## src/core/ccs_pkg.sv

```systemverilog
`default_nettype none
package ccs_pkg;
    // register byte offsets
    localparam logic [3:0] CCS_ADDR_CLK_CTRL = 4'h0;
    localparam logic [3:0] CCS_ADDR_OSC_CTRL = 4'h4;
    // system_clock_control fields
    localparam int CCS_DIV_LSB = 0;
    localparam int CCS_DIV_MSB = 2;
    localparam int CCS_MSRC_SEL_BIT = 4;
    localparam int CCS_MSRC_STAT_BIT = 5;
    localparam int CCS_CPU_SEL_BIT = 6;
    localparam int CCS_CPU_STAT_BIT = 7;
    localparam int CCS_DIV_W = 3;
    localparam int CCS_DIVCNT_W = 4;
    localparam logic [CCS_DIV_W-1:0] CCS_DIV_MAX = 3'h4;
    // oscillator control fields
    localparam int CCS_HS_OSC_STOP_BIT = 0;
    localparam int CCS_HS_SYS_STOP_BIT = 1;
    localparam int CCS_SUB_STOP_BIT = 2;
    localparam int CCS_HS_SYS_EN_BIT = 3;
    localparam int CCS_EXT_SEL_BIT = 4;
    localparam int CCS_FAST_SEL_BIT = 5;
    localparam int CCS_FAST_ON_BIT = 6;
    localparam int CCS_BUSY_BIT = 7;
    // reset values
    localparam logic [CCS_DIV_W-1:0] CCS_RST_DIV = 3'h0;
    localparam logic CCS_RST_HS_OSC_STOP = 1'b0;
    localparam logic CCS_RST_HS_SYS_STOP = 1'b1;
    localparam logic CCS_RST_SUB_STOP = 1'b1;
    // bus responses
    localparam logic [1:0] CCS_RESP_OKAY = 2'h0;
    localparam logic [1:0] CCS_RESP_SLVERR = 2'h2;
    // bus clock
    localparam int CCS_ACLK_HZ = 20000000;

    typedef enum logic [1:0] {
        CCS_SW_IDLE = 2'b00,
        CCS_SW_OLD = 2'b01,
        CCS_SW_NEW = 2'b10
    } ccs_sw_state_type;
endpackage : ccs_pkg
`default_nettype wire

```

## src/core/ccs_clock_switch.sv

```systemverilog
// Overview of operation
// [RULE1] software starts internal oscillator before leaving subclock
// [RULE2] software enables and stabilises crystal before selecting
// [RULE3] software enables external clock input before selecting
// [RULE4] fast oscillator only swaps with internal clock
// [RULE5] fast oscillator left by clearing its select
// [RULE6] control register selects divider, main, cpu source
// [RULE7] old clock keeps running until switchover completes
// [RULE8] bit 7 reports active cpu source
// [RULE9] bit 5 reports active main source
// [RULE10] peripheral clock follows cpu clock
// [RULE11] divider change ends within bounded old clocks
// [RULE12] main source change ends within bounded clocks
// [RULE13] cpu source change ends within bounded clocks
// [RULE14] limits counted in pre-switch cpu clocks
// [RULE15] tolerate rounded-up cycle counts
// [RULE16] stop internal oscillator only when unused
// [RULE17] stop high-speed clock only when unused
// [RULE18] stop subclock only when cpu on main
// [RULE19] stop fast oscillator only after deselecting
// [RULE20] crystal versus external choice fixed until reset
// [RULE21] clock handover happens without shortened phases
//
// Implementation choices: the AXI4-Lite interface to the registers and the register offsets.
`default_nettype none
module ccs_clock_switch
    import ccs_pkg::*;
#(
    parameter int ADDR_W = 4
)(
    input wire logic aclk,
    input wire logic aresetn,
    input wire logic [ADDR_W-1:0] s_axi_awaddr,
    input wire logic s_axi_awvalid,
    output logic s_axi_awready,
    input wire logic [31:0] s_axi_wdata,
    input wire logic [3:0] s_axi_wstrb,
    input wire logic s_axi_wvalid,
    output logic s_axi_wready,
    output logic [1:0] s_axi_bresp,
    output logic s_axi_bvalid,
    input wire logic s_axi_bready,
    input wire logic [ADDR_W-1:0] s_axi_araddr,
    input wire logic s_axi_arvalid,
    output logic s_axi_arready,
    output logic [31:0] s_axi_rdata,
    output logic [1:0] s_axi_rresp,
    output logic s_axi_rvalid,
    input wire logic s_axi_rready,
    input wire logic int_hs_tick,
    input wire logic hs_sys_tick,
    input wire logic sub_tick,
    input wire logic fast_tick,
    output logic cpu_clk_en,
    output logic periph_clk_en,
    output logic int_hs_osc_run,
    output logic main_crystal_run,
    output logic ext_clk_input_en,
    output logic sub_crystal_run,
    output logic fast_osc_run
);

    if (ADDR_W < 4 || ADDR_W > 32)
    begin : g_bad_addr_w
        $error("ADDR_W must lie between 4 and 32");
    end

    // bus side state
    logic aw_hold_q, aw_hold_d;
    logic w_hold_q, w_hold_d;
    logic [ADDR_W-1:0] waddr_q, waddr_d;
    logic [7:0] wdata_q, wdata_d;
    logic wstrb0_q, wstrb0_d;
    logic bvalid_q, bvalid_d;
    logic [1:0] bresp_q, bresp_d;
    logic rvalid_q, rvalid_d;
    logic [7:0] rdata_q, rdata_d;
    logic [1:0] rresp_q, rresp_d;
    logic do_wr;
    logic wr_ckc, wr_osc;

    // software registers
    logic [CCS_DIV_W-1:0] div_q, div_d;
    logic mcm_q, mcm_d;
    logic css_q, css_d;
    logic hs_osc_stop_q, hs_osc_stop_d;
    logic hs_sys_stop_q, hs_sys_stop_d;
    logic sub_stop_q, sub_stop_d;
    logic hs_sys_en_q, hs_sys_en_d;
    logic ext_sel_q, ext_sel_d;
    logic fast_sel_q, fast_sel_d;
    logic fast_on_q, fast_on_d;
    logic hs_lock_q, hs_lock_d;

    // active clock state
    ccs_sw_state_type sw_q, sw_d;
    logic [CCS_DIV_W-1:0] div_act_q, div_act_d, div_tgt_q, div_tgt_d;
    logic mcs_q, mcs_d, mcs_tgt_q, mcs_tgt_d;
    logic cls_q, cls_d, cls_tgt_q, cls_tgt_d;
    logic fast_act_q, fast_act_d, fast_tgt_q, fast_tgt_d;
    logic [CCS_DIVCNT_W-1:0] div_cnt_q, div_cnt_d;
    logic [CCS_DIVCNT_W-1:0] div_mask;
    logic main_src_tick, main_tick, cpu_tick_act, tgt_tick;
    logic cfg_diff;
    logic [7:0] ckc_view, osc_view;

    assign do_wr = aw_hold_q && w_hold_q && !bvalid_q;
    assign wr_ckc = do_wr && wstrb0_q && (waddr_q[3:0] == CCS_ADDR_CLK_CTRL);
    assign wr_osc = do_wr && wstrb0_q && (waddr_q[3:0] == CCS_ADDR_OSC_CTRL);

    assign s_axi_awready = !aw_hold_q && !bvalid_q;
    assign s_axi_wready = !w_hold_q && !bvalid_q;
    assign s_axi_bvalid = bvalid_q;
    assign s_axi_bresp = bresp_q;
    assign s_axi_arready = !rvalid_q;
    assign s_axi_rvalid = rvalid_q;
    assign s_axi_rdata = {24'h000000, rdata_q};
    assign s_axi_rresp = rresp_q;

    // [RULE8] [RULE9] status shows active sources
    assign ckc_view = {cls_q, css_q, mcs_q, mcm_q, 1'b0, div_q};
    assign osc_view = {sw_q != CCS_SW_IDLE, fast_on_q, fast_sel_q, ext_sel_q,
                       hs_sys_en_q, sub_stop_q, hs_sys_stop_q, hs_osc_stop_q};

    always_comb
    begin
        aw_hold_d = aw_hold_q;
        w_hold_d = w_hold_q;
        waddr_d = waddr_q;
        wdata_d = wdata_q;
        wstrb0_d = wstrb0_q;
        bvalid_d = bvalid_q;
        bresp_d = bresp_q;
        rvalid_d = rvalid_q;
        rdata_d = rdata_q;
        rresp_d = rresp_q;
        if (s_axi_awvalid && s_axi_awready)
        begin
            aw_hold_d = 1'b1;
            waddr_d = s_axi_awaddr;
        end
        if (s_axi_wvalid && s_axi_wready)
        begin
            w_hold_d = 1'b1;
            wdata_d = s_axi_wdata[7:0];
            wstrb0_d = s_axi_wstrb[0];
        end
        if (do_wr)
        begin
            aw_hold_d = 1'b0;
            w_hold_d = 1'b0;
            bvalid_d = 1'b1;
            bresp_d = (waddr_q[3:0] == CCS_ADDR_CLK_CTRL || waddr_q[3:0] == CCS_ADDR_OSC_CTRL)
                      ? CCS_RESP_OKAY : CCS_RESP_SLVERR;
        end
        else if (bvalid_q && s_axi_bready)
        begin
            bvalid_d = 1'b0;
        end
        if (s_axi_arvalid && s_axi_arready)
        begin
            rvalid_d = 1'b1;
            rresp_d = CCS_RESP_OKAY;
            if (s_axi_araddr[3:0] == CCS_ADDR_CLK_CTRL)
            begin
                rdata_d = ckc_view;
            end
            else if (s_axi_araddr[3:0] == CCS_ADDR_OSC_CTRL)
            begin
                rdata_d = osc_view;
            end
            else
            begin
                rdata_d = 8'h00;
                rresp_d = CCS_RESP_SLVERR;
            end
        end
        else if (rvalid_q && s_axi_rready)
        begin
            rvalid_d = 1'b0;
        end
    end

    always_ff @(posedge aclk)
    begin
        if (!aresetn)
        begin
            aw_hold_q <= 1'b0;
            w_hold_q <= 1'b0;
            waddr_q <= '0;
            wdata_q <= 8'h00;
            wstrb0_q <= 1'b0;
            bvalid_q <= 1'b0;
            bresp_q <= CCS_RESP_OKAY;
            rvalid_q <= 1'b0;
            rdata_q <= 8'h00;
            rresp_q <= CCS_RESP_OKAY;
        end
        else
        begin
            aw_hold_q <= aw_hold_d;
            w_hold_q <= w_hold_d;
            waddr_q <= waddr_d;
            wdata_q <= wdata_d;
            wstrb0_q <= wstrb0_d;
            bvalid_q <= bvalid_d;
            bresp_q <= bresp_d;
            rvalid_q <= rvalid_d;
            rdata_q <= rdata_d;
            rresp_q <= rresp_d;
        end
    end

    always_comb
    begin
        div_d = div_q;
        mcm_d = mcm_q;
        css_d = css_q;
        hs_osc_stop_d = hs_osc_stop_q;
        hs_sys_stop_d = hs_sys_stop_q;
        sub_stop_d = sub_stop_q;
        hs_sys_en_d = hs_sys_en_q;
        ext_sel_d = ext_sel_q;
        fast_sel_d = fast_sel_q;
        fast_on_d = fast_on_q;
        hs_lock_d = hs_lock_q;
        // [RULE6] selection fields written
        if (wr_ckc)
        begin
            if (wdata_q[CCS_DIV_MSB:CCS_DIV_LSB] <= CCS_DIV_MAX)
            begin
                div_d = wdata_q[CCS_DIV_MSB:CCS_DIV_LSB];
            end
            // [RULE4] sources frozen on fast oscillator
            if (!fast_sel_q)
            begin
                mcm_d = wdata_q[CCS_MSRC_SEL_BIT];
                css_d = wdata_q[CCS_CPU_SEL_BIT];
            end
        end
        if (wr_osc)
        begin
            hs_osc_stop_d = wdata_q[CCS_HS_OSC_STOP_BIT];
            hs_sys_stop_d = wdata_q[CCS_HS_SYS_STOP_BIT];
            sub_stop_d = wdata_q[CCS_SUB_STOP_BIT];
            fast_on_d = wdata_q[CCS_FAST_ON_BIT];
            // [RULE20] crystal or external fixed once chosen
            if (!hs_lock_q)
            begin
                hs_sys_en_d = wdata_q[CCS_HS_SYS_EN_BIT];
                ext_sel_d = wdata_q[CCS_EXT_SEL_BIT];
                hs_lock_d = wdata_q[CCS_HS_SYS_EN_BIT];
            end
            // [RULE4] fast select only from internal clock
            if (!wdata_q[CCS_FAST_SEL_BIT])
            begin
                fast_sel_d = 1'b0;
            end
            else if (!mcm_q && !css_q && !mcs_q && !cls_q)
            begin
                fast_sel_d = 1'b1;
            end
        end
    end

    always_ff @(posedge aclk)
    begin
        if (!aresetn)
        begin
            div_q <= CCS_RST_DIV;
            mcm_q <= 1'b0;
            css_q <= 1'b0;
            hs_osc_stop_q <= CCS_RST_HS_OSC_STOP;
            hs_sys_stop_q <= CCS_RST_HS_SYS_STOP;
            sub_stop_q <= CCS_RST_SUB_STOP;
            hs_sys_en_q <= 1'b0;
            ext_sel_q <= 1'b0;
            fast_sel_q <= 1'b0;
            fast_on_q <= 1'b0;
            hs_lock_q <= 1'b0;
        end
        else
        begin
            div_q <= div_d;
            mcm_q <= mcm_d;
            css_q <= css_d;
            hs_osc_stop_q <= hs_osc_stop_d;
            hs_sys_stop_q <= hs_sys_stop_d;
            sub_stop_q <= sub_stop_d;
            hs_sys_en_q <= hs_sys_en_d;
            ext_sel_q <= ext_sel_d;
            fast_sel_q <= fast_sel_d;
            fast_on_q <= fast_on_d;
            hs_lock_q <= hs_lock_d;
        end
    end

    assign div_mask = CCS_DIVCNT_W'((5'h01 << div_act_q) - 5'h01);
    assign main_src_tick = fast_act_q ? fast_tick : (mcs_q ? hs_sys_tick : int_hs_tick);
    assign main_tick = main_src_tick && (div_cnt_q == div_mask);
    assign cpu_tick_act = cls_q ? sub_tick : main_tick;
    assign tgt_tick = cls_tgt_q ? sub_tick
                    : (fast_tgt_q ? fast_tick : (mcs_tgt_q ? hs_sys_tick : int_hs_tick));
    assign cfg_diff = (div_q != div_act_q) || (mcm_q != mcs_q) || (css_q != cls_q)
                   || (fast_sel_q != fast_act_q);

    // [RULE21] no cpu edge while handing over
    assign cpu_clk_en = (sw_q != CCS_SW_NEW) && cpu_tick_act;
    // [RULE10] peripheral clock follows cpu
    assign periph_clk_en = cpu_clk_en;

    assign int_hs_osc_run = !hs_osc_stop_q;
    assign main_crystal_run = hs_sys_en_q && !ext_sel_q && !hs_sys_stop_q;
    assign ext_clk_input_en = hs_sys_en_q && ext_sel_q && !hs_sys_stop_q;
    assign sub_crystal_run = !sub_stop_q;
    assign fast_osc_run = fast_on_q;

    always_comb
    begin
        sw_d = sw_q;
        div_act_d = div_act_q;
        mcs_d = mcs_q;
        cls_d = cls_q;
        fast_act_d = fast_act_q;
        div_tgt_d = div_tgt_q;
        mcs_tgt_d = mcs_tgt_q;
        cls_tgt_d = cls_tgt_q;
        fast_tgt_d = fast_tgt_q;
        div_cnt_d = div_cnt_q;
        if (main_src_tick)
        begin
            div_cnt_d = (div_cnt_q == div_mask) ? '0 : CCS_DIVCNT_W'(div_cnt_q + 1'b1);
        end
        case (sw_q)
            CCS_SW_IDLE:
            begin
                // [RULE7] old clock runs until handover
                if (cfg_diff)
                begin
                    sw_d = CCS_SW_OLD;
                    div_tgt_d = div_q;
                    mcs_tgt_d = mcm_q;
                    cls_tgt_d = css_q;
                    fast_tgt_d = fast_sel_q;
                end
            end
            CCS_SW_OLD:
            begin
                // [RULE14] finish the current old cpu clock
                if (cpu_tick_act)
                begin
                    sw_d = CCS_SW_NEW;
                end
            end
            CCS_SW_NEW:
            begin
                // [RULE11] [RULE12] [RULE13] commit on new edge
                if (tgt_tick)
                begin
                    sw_d = CCS_SW_IDLE;
                    div_act_d = div_tgt_q;
                    mcs_d = mcs_tgt_q;
                    cls_d = cls_tgt_q;
                    fast_act_d = fast_tgt_q;
                    div_cnt_d = '0;
                end
            end
            default:
            begin
                sw_d = CCS_SW_IDLE;
            end
        endcase
    end

    always_ff @(posedge aclk)
    begin
        if (!aresetn)
        begin
            sw_q <= CCS_SW_IDLE;
            div_act_q <= CCS_RST_DIV;
            mcs_q <= 1'b0;
            cls_q <= 1'b0;
            fast_act_q <= 1'b0;
            div_tgt_q <= CCS_RST_DIV;
            mcs_tgt_q <= 1'b0;
            cls_tgt_q <= 1'b0;
            fast_tgt_q <= 1'b0;
            div_cnt_q <= '0;
        end
        else
        begin
            sw_q <= sw_d;
            div_act_q <= div_act_d;
            mcs_q <= mcs_d;
            cls_q <= cls_d;
            fast_act_q <= fast_act_d;
            div_tgt_q <= div_tgt_d;
            mcs_tgt_q <= mcs_tgt_d;
            cls_tgt_q <= cls_tgt_d;
            fast_tgt_q <= fast_tgt_d;
            div_cnt_q <= div_cnt_d;
        end
    end

endmodule // ccs_clock_switch
`default_nettype wire

```

## config.mk

```make
export PLATFORM = sky130hd
export DESIGN_NAME = ccs_clock_switch
export DESIGN_NICKNAME = d
export VERILOG_FILES = /design/src/core/ccs_pkg.sv /design/src/core/ccs_clock_switch.sv
export SDC_FILE = /design/constraint.sdc
export NUM_CORES = 1
export LEC_CHECK = 0
export BUFFER_PORTS_ARGS = -buffer_cell sky130_fd_sc_hd__buf_2
export CAP_MARGIN = 0
export CORE_MARGIN = 2
export CORE_UTILIZATION = 40
export DETAILED_ROUTE_END_ITERATION = 10
export GPL_TIMING_DRIVEN = 0
export PLACE_DENSITY = 0.75
export SLEW_MARGIN = 10
export SYNTH_ARGS = -nofsm -noshare
export SYNTH_HDL_FRONTEND = slang
export SYNTH_SLANG_ARGS = --single-unit
export TNS_END_PERCENT = 30
```

## constraint.sdc

```tcl
create_clock -name aclk -period 3.03 [get_ports aclk]
set_input_delay 0.303 -clock aclk [delete_from_list [all_inputs] [get_ports aclk]]
set_output_delay 0.303 -clock aclk [all_outputs]
set_load 0.05 [all_outputs]
```

**Word-level counts from Yosys, hierarchy flattened**

Cells that the tools add are included.

- Bits in registers: 59
- Input bits: 55
- Output and inout bits: 48
- Logic and storage cells: 129

- Add/subtract/negate cells: 2
- Order comparisons: 1
- Eq/ne operators: 14
- Shift-type cells: 1
- Muxes and demuxes: 26
- Bitwise operators: 3
- Reduce and logical (&&, ||, !) cells: 51

Operators by type and width:

| operator | count |
|---|---|
| logical AND 1 bit | 21 |
| 2-to-1 mux 4 bit | 4 |
| 2-to-1 mux 8 bit | 2 |
| 2-to-1 mux 1 bit | 13 |
| logical NOT 1 bit | 12 |
| 2-to-1 mux 2 bit | 6 |
| AND reduction 2 bit | 6 |
| == test 4 x 3 -> 1 bit, second input constant | 2 |
| logical NOT 4 bit | 2 |
| inequality test 2 bit, second input constant | 4 |
| one-hot mux 2 bit (3 select lines) | 1 |
| nonzero test 2 bit | 3 |
| adder 4 x 1 -> 4 bit, second input constant | 1 |
| == test 4 bit | 1 |
| logical OR 1 bit | 4 |
| << shifter 1 x 3 -> 4 bit, first input constant | 1 |
| subtractor 4 x 1 -> 4 bit, second input constant | 1 |
| <= comparator 3 bit, second input constant | 1 |
| inequality test 1 bit | 3 |
| inequality test 3 bit | 1 |
| inverter 1 bit | 3 |
| AND reduction 3 bit | 1 |
| == test 2 x 1 -> 1 bit, second input constant | 1 |
| == test 2 bit, second input constant | 1 |
| 3 further kinds | 3 |

**Longest topological paths before layout**

Gate-level depths: netlist of the first run.

- Depth in word-level cells: 7
- Depth in mapped cells: 10
- Gate-level depth less buffers: 8

**Worst setup path before layout of the first run**

Ideal clock, no wire load.

- Path type: flip-flop to output port
- From: register div_act_q[2]
- To: output periph_clk_en
- Arrival time: 2921 ps
- Path slack: -194 ps
- Stages on the path, launching flop included: 10
- Buffers on the path: 2
- Cells stage by stage: dfxtp_1 -> buf_2 -> or3_1 -> ha_1 -> xor2_1 -> mux2_4 -> o211ai_4 -> or3_1 -> a21oi_1 -> buf_4

- Word-level cells in the longest chain between the ends: 6

RTL lines:

| element | line | RTL |
|---|---|---|
| start: declaration | ccs_clock_switch.sv:97 | `logic [CCS_DIV_W-1:0] div_act_q, div_act_d, div_tgt_q, div_tgt_d;` |
| start signal: assignment | ccs_clock_switch.sv:393 | `div_act_q <= div_act_d;` |
| << shifter 1 x 3 -> 4 bit | ccs_clock_switch.sv:298 | `assign div_mask = CCS_DIVCNT_W'((5'h01 << div_act_q) - 5'h01);` |
| subtractor 4 x 1 -> 4 bit | ccs_clock_switch.sv:298 |  |
| == test 4 bit | ccs_clock_switch.sv:300 | `assign main_tick = main_src_tick && (div_cnt_q == div_mask);` |
| logical AND 1 bit | ccs_clock_switch.sv:300 |  |
| 2-to-1 mux 1 bit | ccs_clock_switch.sv:301 | `assign cpu_tick_act = cls_q ? sub_tick : main_tick;` |
| logical AND 1 bit | ccs_clock_switch.sv:308 | `assign cpu_clk_en = (sw_q != CCS_SW_NEW) && cpu_tick_act;` |
| end: declaration | ccs_clock_switch.sv:55 | `output logic periph_clk_en,` |

No other way between the ends.

**Worst setup path after layout of the first run**

Ends and elaborated chain as after synthesis.

==> impl_metrics.env, run 1 <==
export IMPL_fin_skew_ns=0.0108
export IMPL_area_delta_synth_final_pct=25.2
export IMPL_wl_per_cell_um=12.3
export IMPL_gp_congestion=0.848
export IMPL_maxSlewHeadroom_pct=51.1
export IMPL_path_class="flip-flop to primary output"
export IMPL_slew_viol_final=0
export IMPL_fin_util_pct=51.0
export IMPL_cts_inserted_buffers=9
export IMPL_synth_top_area_share_pct=42.0
export IMPL_ioPinCount=103
export IMPL_outcome="complete, no violations"
export IMPL_yosysWarningCount=0
export IMPL_die_area_mm2=0.00748
export IMPL_grt_pass1_wl_um=9870
export IMPL_p_seq_share_pct=44.4
export IMPL_grt_usage_pct=17.0
export IMPL_cts_root_buf="clkbuf_8"
export IMPL_holdBufCountCts=0
export IMPL_core_region_area_mm2=0.00668
export IMPL_switching_share_pct=29.4
export IMPL_max_freq_mhz=340
export IMPL_combPwrFrac_pct=14.0
export IMPL_timing_final_crit_share_pct=96.9
export IMPL_layout_min_cycle_time_ns=2.94
export IMPL_intPower_mw=1.24
export IMPL_dominantRegCellSynth="dfxtp_1"
export IMPL_grtUsageMet3_pct=6.19
export IMPL_die_w_um=86.5
export IMPL_port_buffers=47
export IMPL_yosysSeqAreaShare_pct=42.0
export IMPL_rsz0062_at_grt="true"
export IMPL_power_density_mw_per_mm2=516
export IMPL_via_per_inst=4.84
export IMPL_die_height_um=86.5
export IMPL_antenna_left=0
export IMPL_row_count=30
export IMPL_met1_usage_pct=19.5
export IMPL_cts_tree="built"
export IMPL_max_vdd_ir_drop_v=0.000314
export IMPL_dpl_instance_area_mm2=0.00315
export IMPL_async_flop_share_pct=0
export IMPL_worstMarginPinSlew_ns=0.713
export IMPL_met2_usage_pct=29.2
export IMPL_crit_path_max_fanout=8
export IMPL_synth_cell_types=43
export IMPL_start_util_pct=40.7
export IMPL_grt_max_degree=12
export IMPL_drt_first_iter_violations=92
export IMPL_hold_viol_final=0
export IMPL_ys_seq_elements=57
export IMPL_r2r_slack_ns=0.44
export IMPL_fin_hold_ws_ns=0.143
export IMPL_finalSetupTns_ns=0
export IMPL_arrival_ns=2.63
export IMPL_top_usage_layer="met2"
export IMPL_diodes=0
export IMPL_worstPathRequired_ns=2.73
export IMPL_netlist_area_mm2=0.00272
export IMPL_p_switching_mw=0.516
export IMPL_avgSynthCellArea_um2=8.29
export IMPL_synth_edf_count=0
export IMPL_clkPwrFrac_pct=41.5
export IMPL_numClockSinks=57
export IMPL_synth_cells=328
export IMPL_drcViolationCount=0
export IMPL_finalSetupViolCount=0
export IMPL_first_pass_iters=4
export IMPL_num_vias=2414
export IMPL_setup_worst_path_end_class="primary output"
export IMPL_fin_area_mm2=0.00340
export IMPL_antenna_found_initial=0
export IMPL_clk_latency_ns=0.35
export IMPL_h_tree_depth=3
export IMPL_layout_drive_gt1_share_pct=24.8
export IMPL_maxCapViolations=0
export IMPL_path_clk_slew_ns=0.07
export IMPL_hold_path_class="input pin to flip-flop"
export IMPL_synth_top_area_cell="dfxtp_1"
export IMPL_grt_pass1_vias=2171
export IMPL_total_leakage_power_nw=1.52
export IMPL_grt_overflow_total=0
export IMPL_synth_area_leaders="dfxtp_1, mux2i_1, buf_4"
export IMPL_totalWireLength_um=6140
export IMPL_hpwl_um=4440
export IMPL_nets=471
export IMPL_crit_path_start_kind="flip-flop"
export IMPL_cts_path_max_buffers=2
[final cells by class]
cell class                 count  area (um^2)
tap                           80          100
sequential                    57         1140
inverter                       8         30.0
timing repair buffer          50          267
fill                         663         3280
buffer                        42          260
multi-input combinational    246         1400
clock buffer                  10          138
clock inverter                 6         66.3
[critical path, cell delays in order (launching register included)]
cell,delay (ns)
dfxtp_1,0.30
buf_2,0.16
or3_1,0.33
ha_1,0.23
xor2_2,0.16
mux2_4,0.22
o211ai_4,0.10
or3_4,0.36
a21oi_2,0.16
buf_4,0.13
buf_6,0.14
[flip-flops by register name (all words and copies together), names as in the netlist, 2 cells and up]
| signal | cells |
|---|---|
| sw_q | 2 |
| rdata_q | 8 |
| div_act_q | 3 |
| wdata_q | 7 |
| waddr_q | 4 |
| div_q | 3 |
| div_tgt_q | 3 |
| div_cnt_q | 4 |
[synthesized netlist by cell type (all sizes together) (2+ instances only)]
cell type,n
buf,28
xor2,4
nor2b,3
inv,8
nand2,38
nand3,10
nand4,2
mux2,2
a21oi,32
nor3b,3
clkbuf,14
o21ai,20
mux2i,22
nor3,10
nand2b,2
and2,4
and3b,2
or3,3
ha,2
nor2,39
dfxtp,57
xnor2,5
[cells by family (layout without fill, tap and decap cells)]
family                     Yosys count  after routing  synth area share (%)
other                                1             26                 0.138
AOI/OAI and AO/OA                   63             63                  13.4
muxes                               24             24                  9.06
adders and majority gates            2              2                 0.920
DFF                                 57             57                  42.0
buffers and inverters               50            116                  10.7
and+or+nand+nor                    122            122                  20.9
xor gates and xnor gates             9              9                  2.90
[timing repair]
item,CTS,global route
gates resized for setup,2,5
buffers inserted,0,3
pin swaps,0,1
setup endpoints to repair,1,2
[power by group through the flow]
stage	logic, mW	clock network [mW]	registers [mW]
final	0.246	0.730	0.781
after global routing	0.265	0.773	0.783
after CTS	0.244	0.742	0.781
after detailed placement	0.242	0	0.798
after global placement	0.240	0	0.797
after floorplan	0.185	0	0.808
[layer usage]
layer	part of all wire, %	vias up	wire (um)
met3	5.8	10	359
met4	1.3	0	80
met5	0	-	0
met1	43	1090	2620
li1	-	1237	-
met2	50	77	3080
[placed cells by master, fill, tap and decap left out, drive strengths merged, types with 2 or more instances in the layout]
cell type,instances
dfxtp,57
or3,3
a21oi,32
nand2,38
xnor2,5
buf,77
nand2b,2
nor3,10
ha,2
xor2,4
mux2i,22
nor2b,3
inv,9
nand4,2
and3b,2
mux2,2
conb,26
nor2,39
nand3,10
clkbuf,25
clkinvlp,3
and2,4
o21ai,20
nor3b,3
[per-stage QoR]
| stage | std cells | worst slack (ns) | total power [mW] |
|---|---|---|---|
| floorplan | 353 | 0.108 | 0.993 |
| global route | 499 | -0.0107 | 1.82 |
| detailed placement | 480 | 0.325 | 1.04 |
| finish | 499 | 0.0929 | 1.76 |
| CTS | 496 | 0.0248 | 1.77 |
| global placement | 480 | 0.361 | 1.04 |
[path summary, 6_finish.rpt]
| path | start | cells past startpoint | endpoint |
|---|---|---|---|
| setup / recovery | div_act_q[2] | 10 | periph_clk_en |
| hold / removal | s_axi_rready | 2 | s_axi_rvalid |
| setup reg to reg | div_act_q[2] | 9 | div_cnt_q[3] |
| hold reg to reg | div_tgt_q[0] | 2 | div_tgt_q[0] |
Note: power is estimated with default switching activity, not from simulation.
==> inputs of run 2 (changes only) <==
==> constraint.sdc (replaced) <==
create_clock -name aclk -period 3.03 [get_ports aclk]
set_input_delay 0.1515 -clock aclk [delete_from_list [all_inputs] [get_ports aclk]]
set_output_delay 0.1515 -clock aclk [all_outputs]
set_load 0.05 [all_outputs]
==> run 2 against run 1 <==
Compared with the run above: first-iteration DRC count fell by 4.3%; clock skew about the same; combinational power hardly changed; critical endpoint unchanged.
==> impl_metrics.env, run 2 (synthesis results as in run 1) <==
export IMPL_finalSetupTns_ns=0
export IMPL_worstMarginPinSlew_ns=0.708
export IMPL_fin_skew_ns=0.0104
export IMPL_final_common_cell="dfxtp_1"
export IMPL_hold_path_class="input pin to flip-flop"
export IMPL_grt_pass1_vias=2177
export IMPL_cts_resized=0
export IMPL_hpwl_um=4440
export IMPL_rsz0062_at_grt="false"
export IMPL_cts_tree="built"
export IMPL_layout_drive_gt1_share_pct=23.3
export IMPL_maxSlewHeadroom_pct=51.5
export IMPL_crit_chain="buf_2 -> or3_1 -> ha_1 -> xor2_1 -> mux2_4 -> o211ai_4 -> or3_1 -> a21oi_2 -> buf_4 -> buf_2"
export IMPL_slew_viol_final=0
export IMPL_cts_inserted_buffers=9
export IMPL_max_freq_mhz=344
export IMPL_ioPinCount=103
export IMPL_core_region_area_mm2=0.00668
export IMPL_nets=469
export IMPL_critPathSlowestCell="or3_1"
export IMPL_area_delta_synth_final_pct=23.8
export IMPL_drt_first_iter_violations=88
export IMPL_maxCapViolations=0
export IMPL_timing_final_crit_share_pct=96.0
export IMPL_first_pass_iters=4
export IMPL_largest_register="rdata_q"
export IMPL_diodes=0
export IMPL_via_per_inst=4.83
export IMPL_post_cts_buffers=0
export IMPL_layout_min_cycle_time_ns=2.91
export IMPL_min_path_cells=3
export IMPL_worstPathRequired_ns=2.88
export IMPL_hold_viol_final=0
export IMPL_cp_slowest_stage_delay_ns=0.37
export IMPL_antenna_found_initial=0
export IMPL_totalWireLength_um=6170
export IMPL_crit_path_max_fanout=8
export IMPL_antenna_left=0
export IMPL_arrival_ns=2.76
export IMPL_largest_reg_flops=8
export IMPL_path_class="flip-flop to primary output"
export IMPL_start_util_pct=40.7
export IMPL_setup_worst_path_end_class="primary output"
export IMPL_clk_latency_ns=0.35
export IMPL_outcome="complete, no violations"
export IMPL_die_area_mm2=0.00748
export IMPL_row_count=30
export IMPL_fin_ws_ns=0.122
export IMPL_num_vias=2399
export IMPL_r2r_slack_ns=0.54
export IMPL_grt_usage_pct=17.0
export IMPL_drcViolationCount=0
export IMPL_grt_pass1_wl_um=9890
export IMPL_reg2reg_depth=8
export IMPL_numClockSinks=57
export IMPL_die_w_um=86.5
export IMPL_wl_per_cell_um=12.4
export IMPL_h_tree_depth=3
export IMPL_reg_top3="rdata_q: 8 flops, wdata_q: 7 flops"
export IMPL_path_clk_slew_ns=0.07
export IMPL_total_leakage_power_nw=1.51
export IMPL_layout_common_cells="dfxtp_1, buf_2, nor2_1, nand2_1, a21oi_1"
export IMPL_die_height_um=86.5
export IMPL_cts_path_max_buffers=2
export IMPL_gp_congestion=0.848
export IMPL_port_buffers=47
export IMPL_grt_max_degree=12
export IMPL_place_ws_ns=0.477
export IMPL_grt_overflow_total=0
export IMPL_cts_root_buf="clkbuf_8"
export IMPL_power_density_mw_per_mm2=523
export IMPL_finalSetupViolCount=0
export IMPL_crit_path_start_kind="flip-flop"
export IMPL_max_vdd_ir_drop_v=0.000314
==> run 2: what timing repair did <==
| action | in CTS | in global routing |
|---|---|---|
| hold endpoints to repair | 1 | 0 |
| endpoints found under the setup margin | 0 | 0 |
| hold buffers | 1 | 0 |
==> run 2: path summary, 6_finish.rpt <==
check / startpoint / endpoint
min: s_axi_wdata[4] / wdata_q[4]
min reg2reg: div_tgt_q[0] / div_tgt_q[0]
max: div_act_q[2] / periph_clk_en
max reg2reg: div_act_q[2] / div_cnt_q[3]
==> run 2: worst max-delay path, delay by kind of cell, from the launching register on <==
kind	cells	cell delay [ns]
flip-flops	1	0.30
AND/OR/NAND/NOR	2	0.69
XOR/XNOR	1	0.21
buffers and inverters	3	0.52
multiplexers	1	0.21
AO/OA/AOI/OAI	2	0.27
adder cells (fa/ha/maj)	1	0.21
==> run 2: where the power goes <==
group	internal, mW	switching [mW]
Clock	0.403	0.331
Sequential	0.767	0.0142
Combinational	0.0709	0.174
==> run 2: final cells by class <==
class	instances	area, um^2
Fill cell	669	3310
Buffer	42	260
Tap cell	80	100
Clock inverter	6	66.3
Multi-Input combinational cell	246	1390
Inverter	8	30.0
Clock buffer	10	138
Sequential cell	57	1140
Timing Repair Buffer	48	245
==> run 2: through the flow <==
step | std cells | hold slack [ns] | power [mW] | area (um^2) | utilization [%]
global placement | 480 | 0.336 | 1.04 | 3150 | 47.2
finish | 497 | 0.0388 | 1.76 | 3370 | 50.4
detailed placement | 480 | 0.346 | 1.04 | 3150 | 47.2
floorplan | 353 | 0.251 | 0.993 | 2820 | -
global route | 497 | 0.0353 | 1.82 | 3370 | 50.4
CTS | 497 | 0.0280 | 1.77 | 3370 | 50.4
==> run 2: metal layers <==
metal | part of all wire [%] | wire, um | global-route usage (%)
met1 | 43 | 2630 | 19.4
met2 | 50 | 3090 | 29.4
met3 | 5.7 | 350 | 6.19
met4 | 1.6 | 97 | 5.68
met5 | 0 | 0 | 0
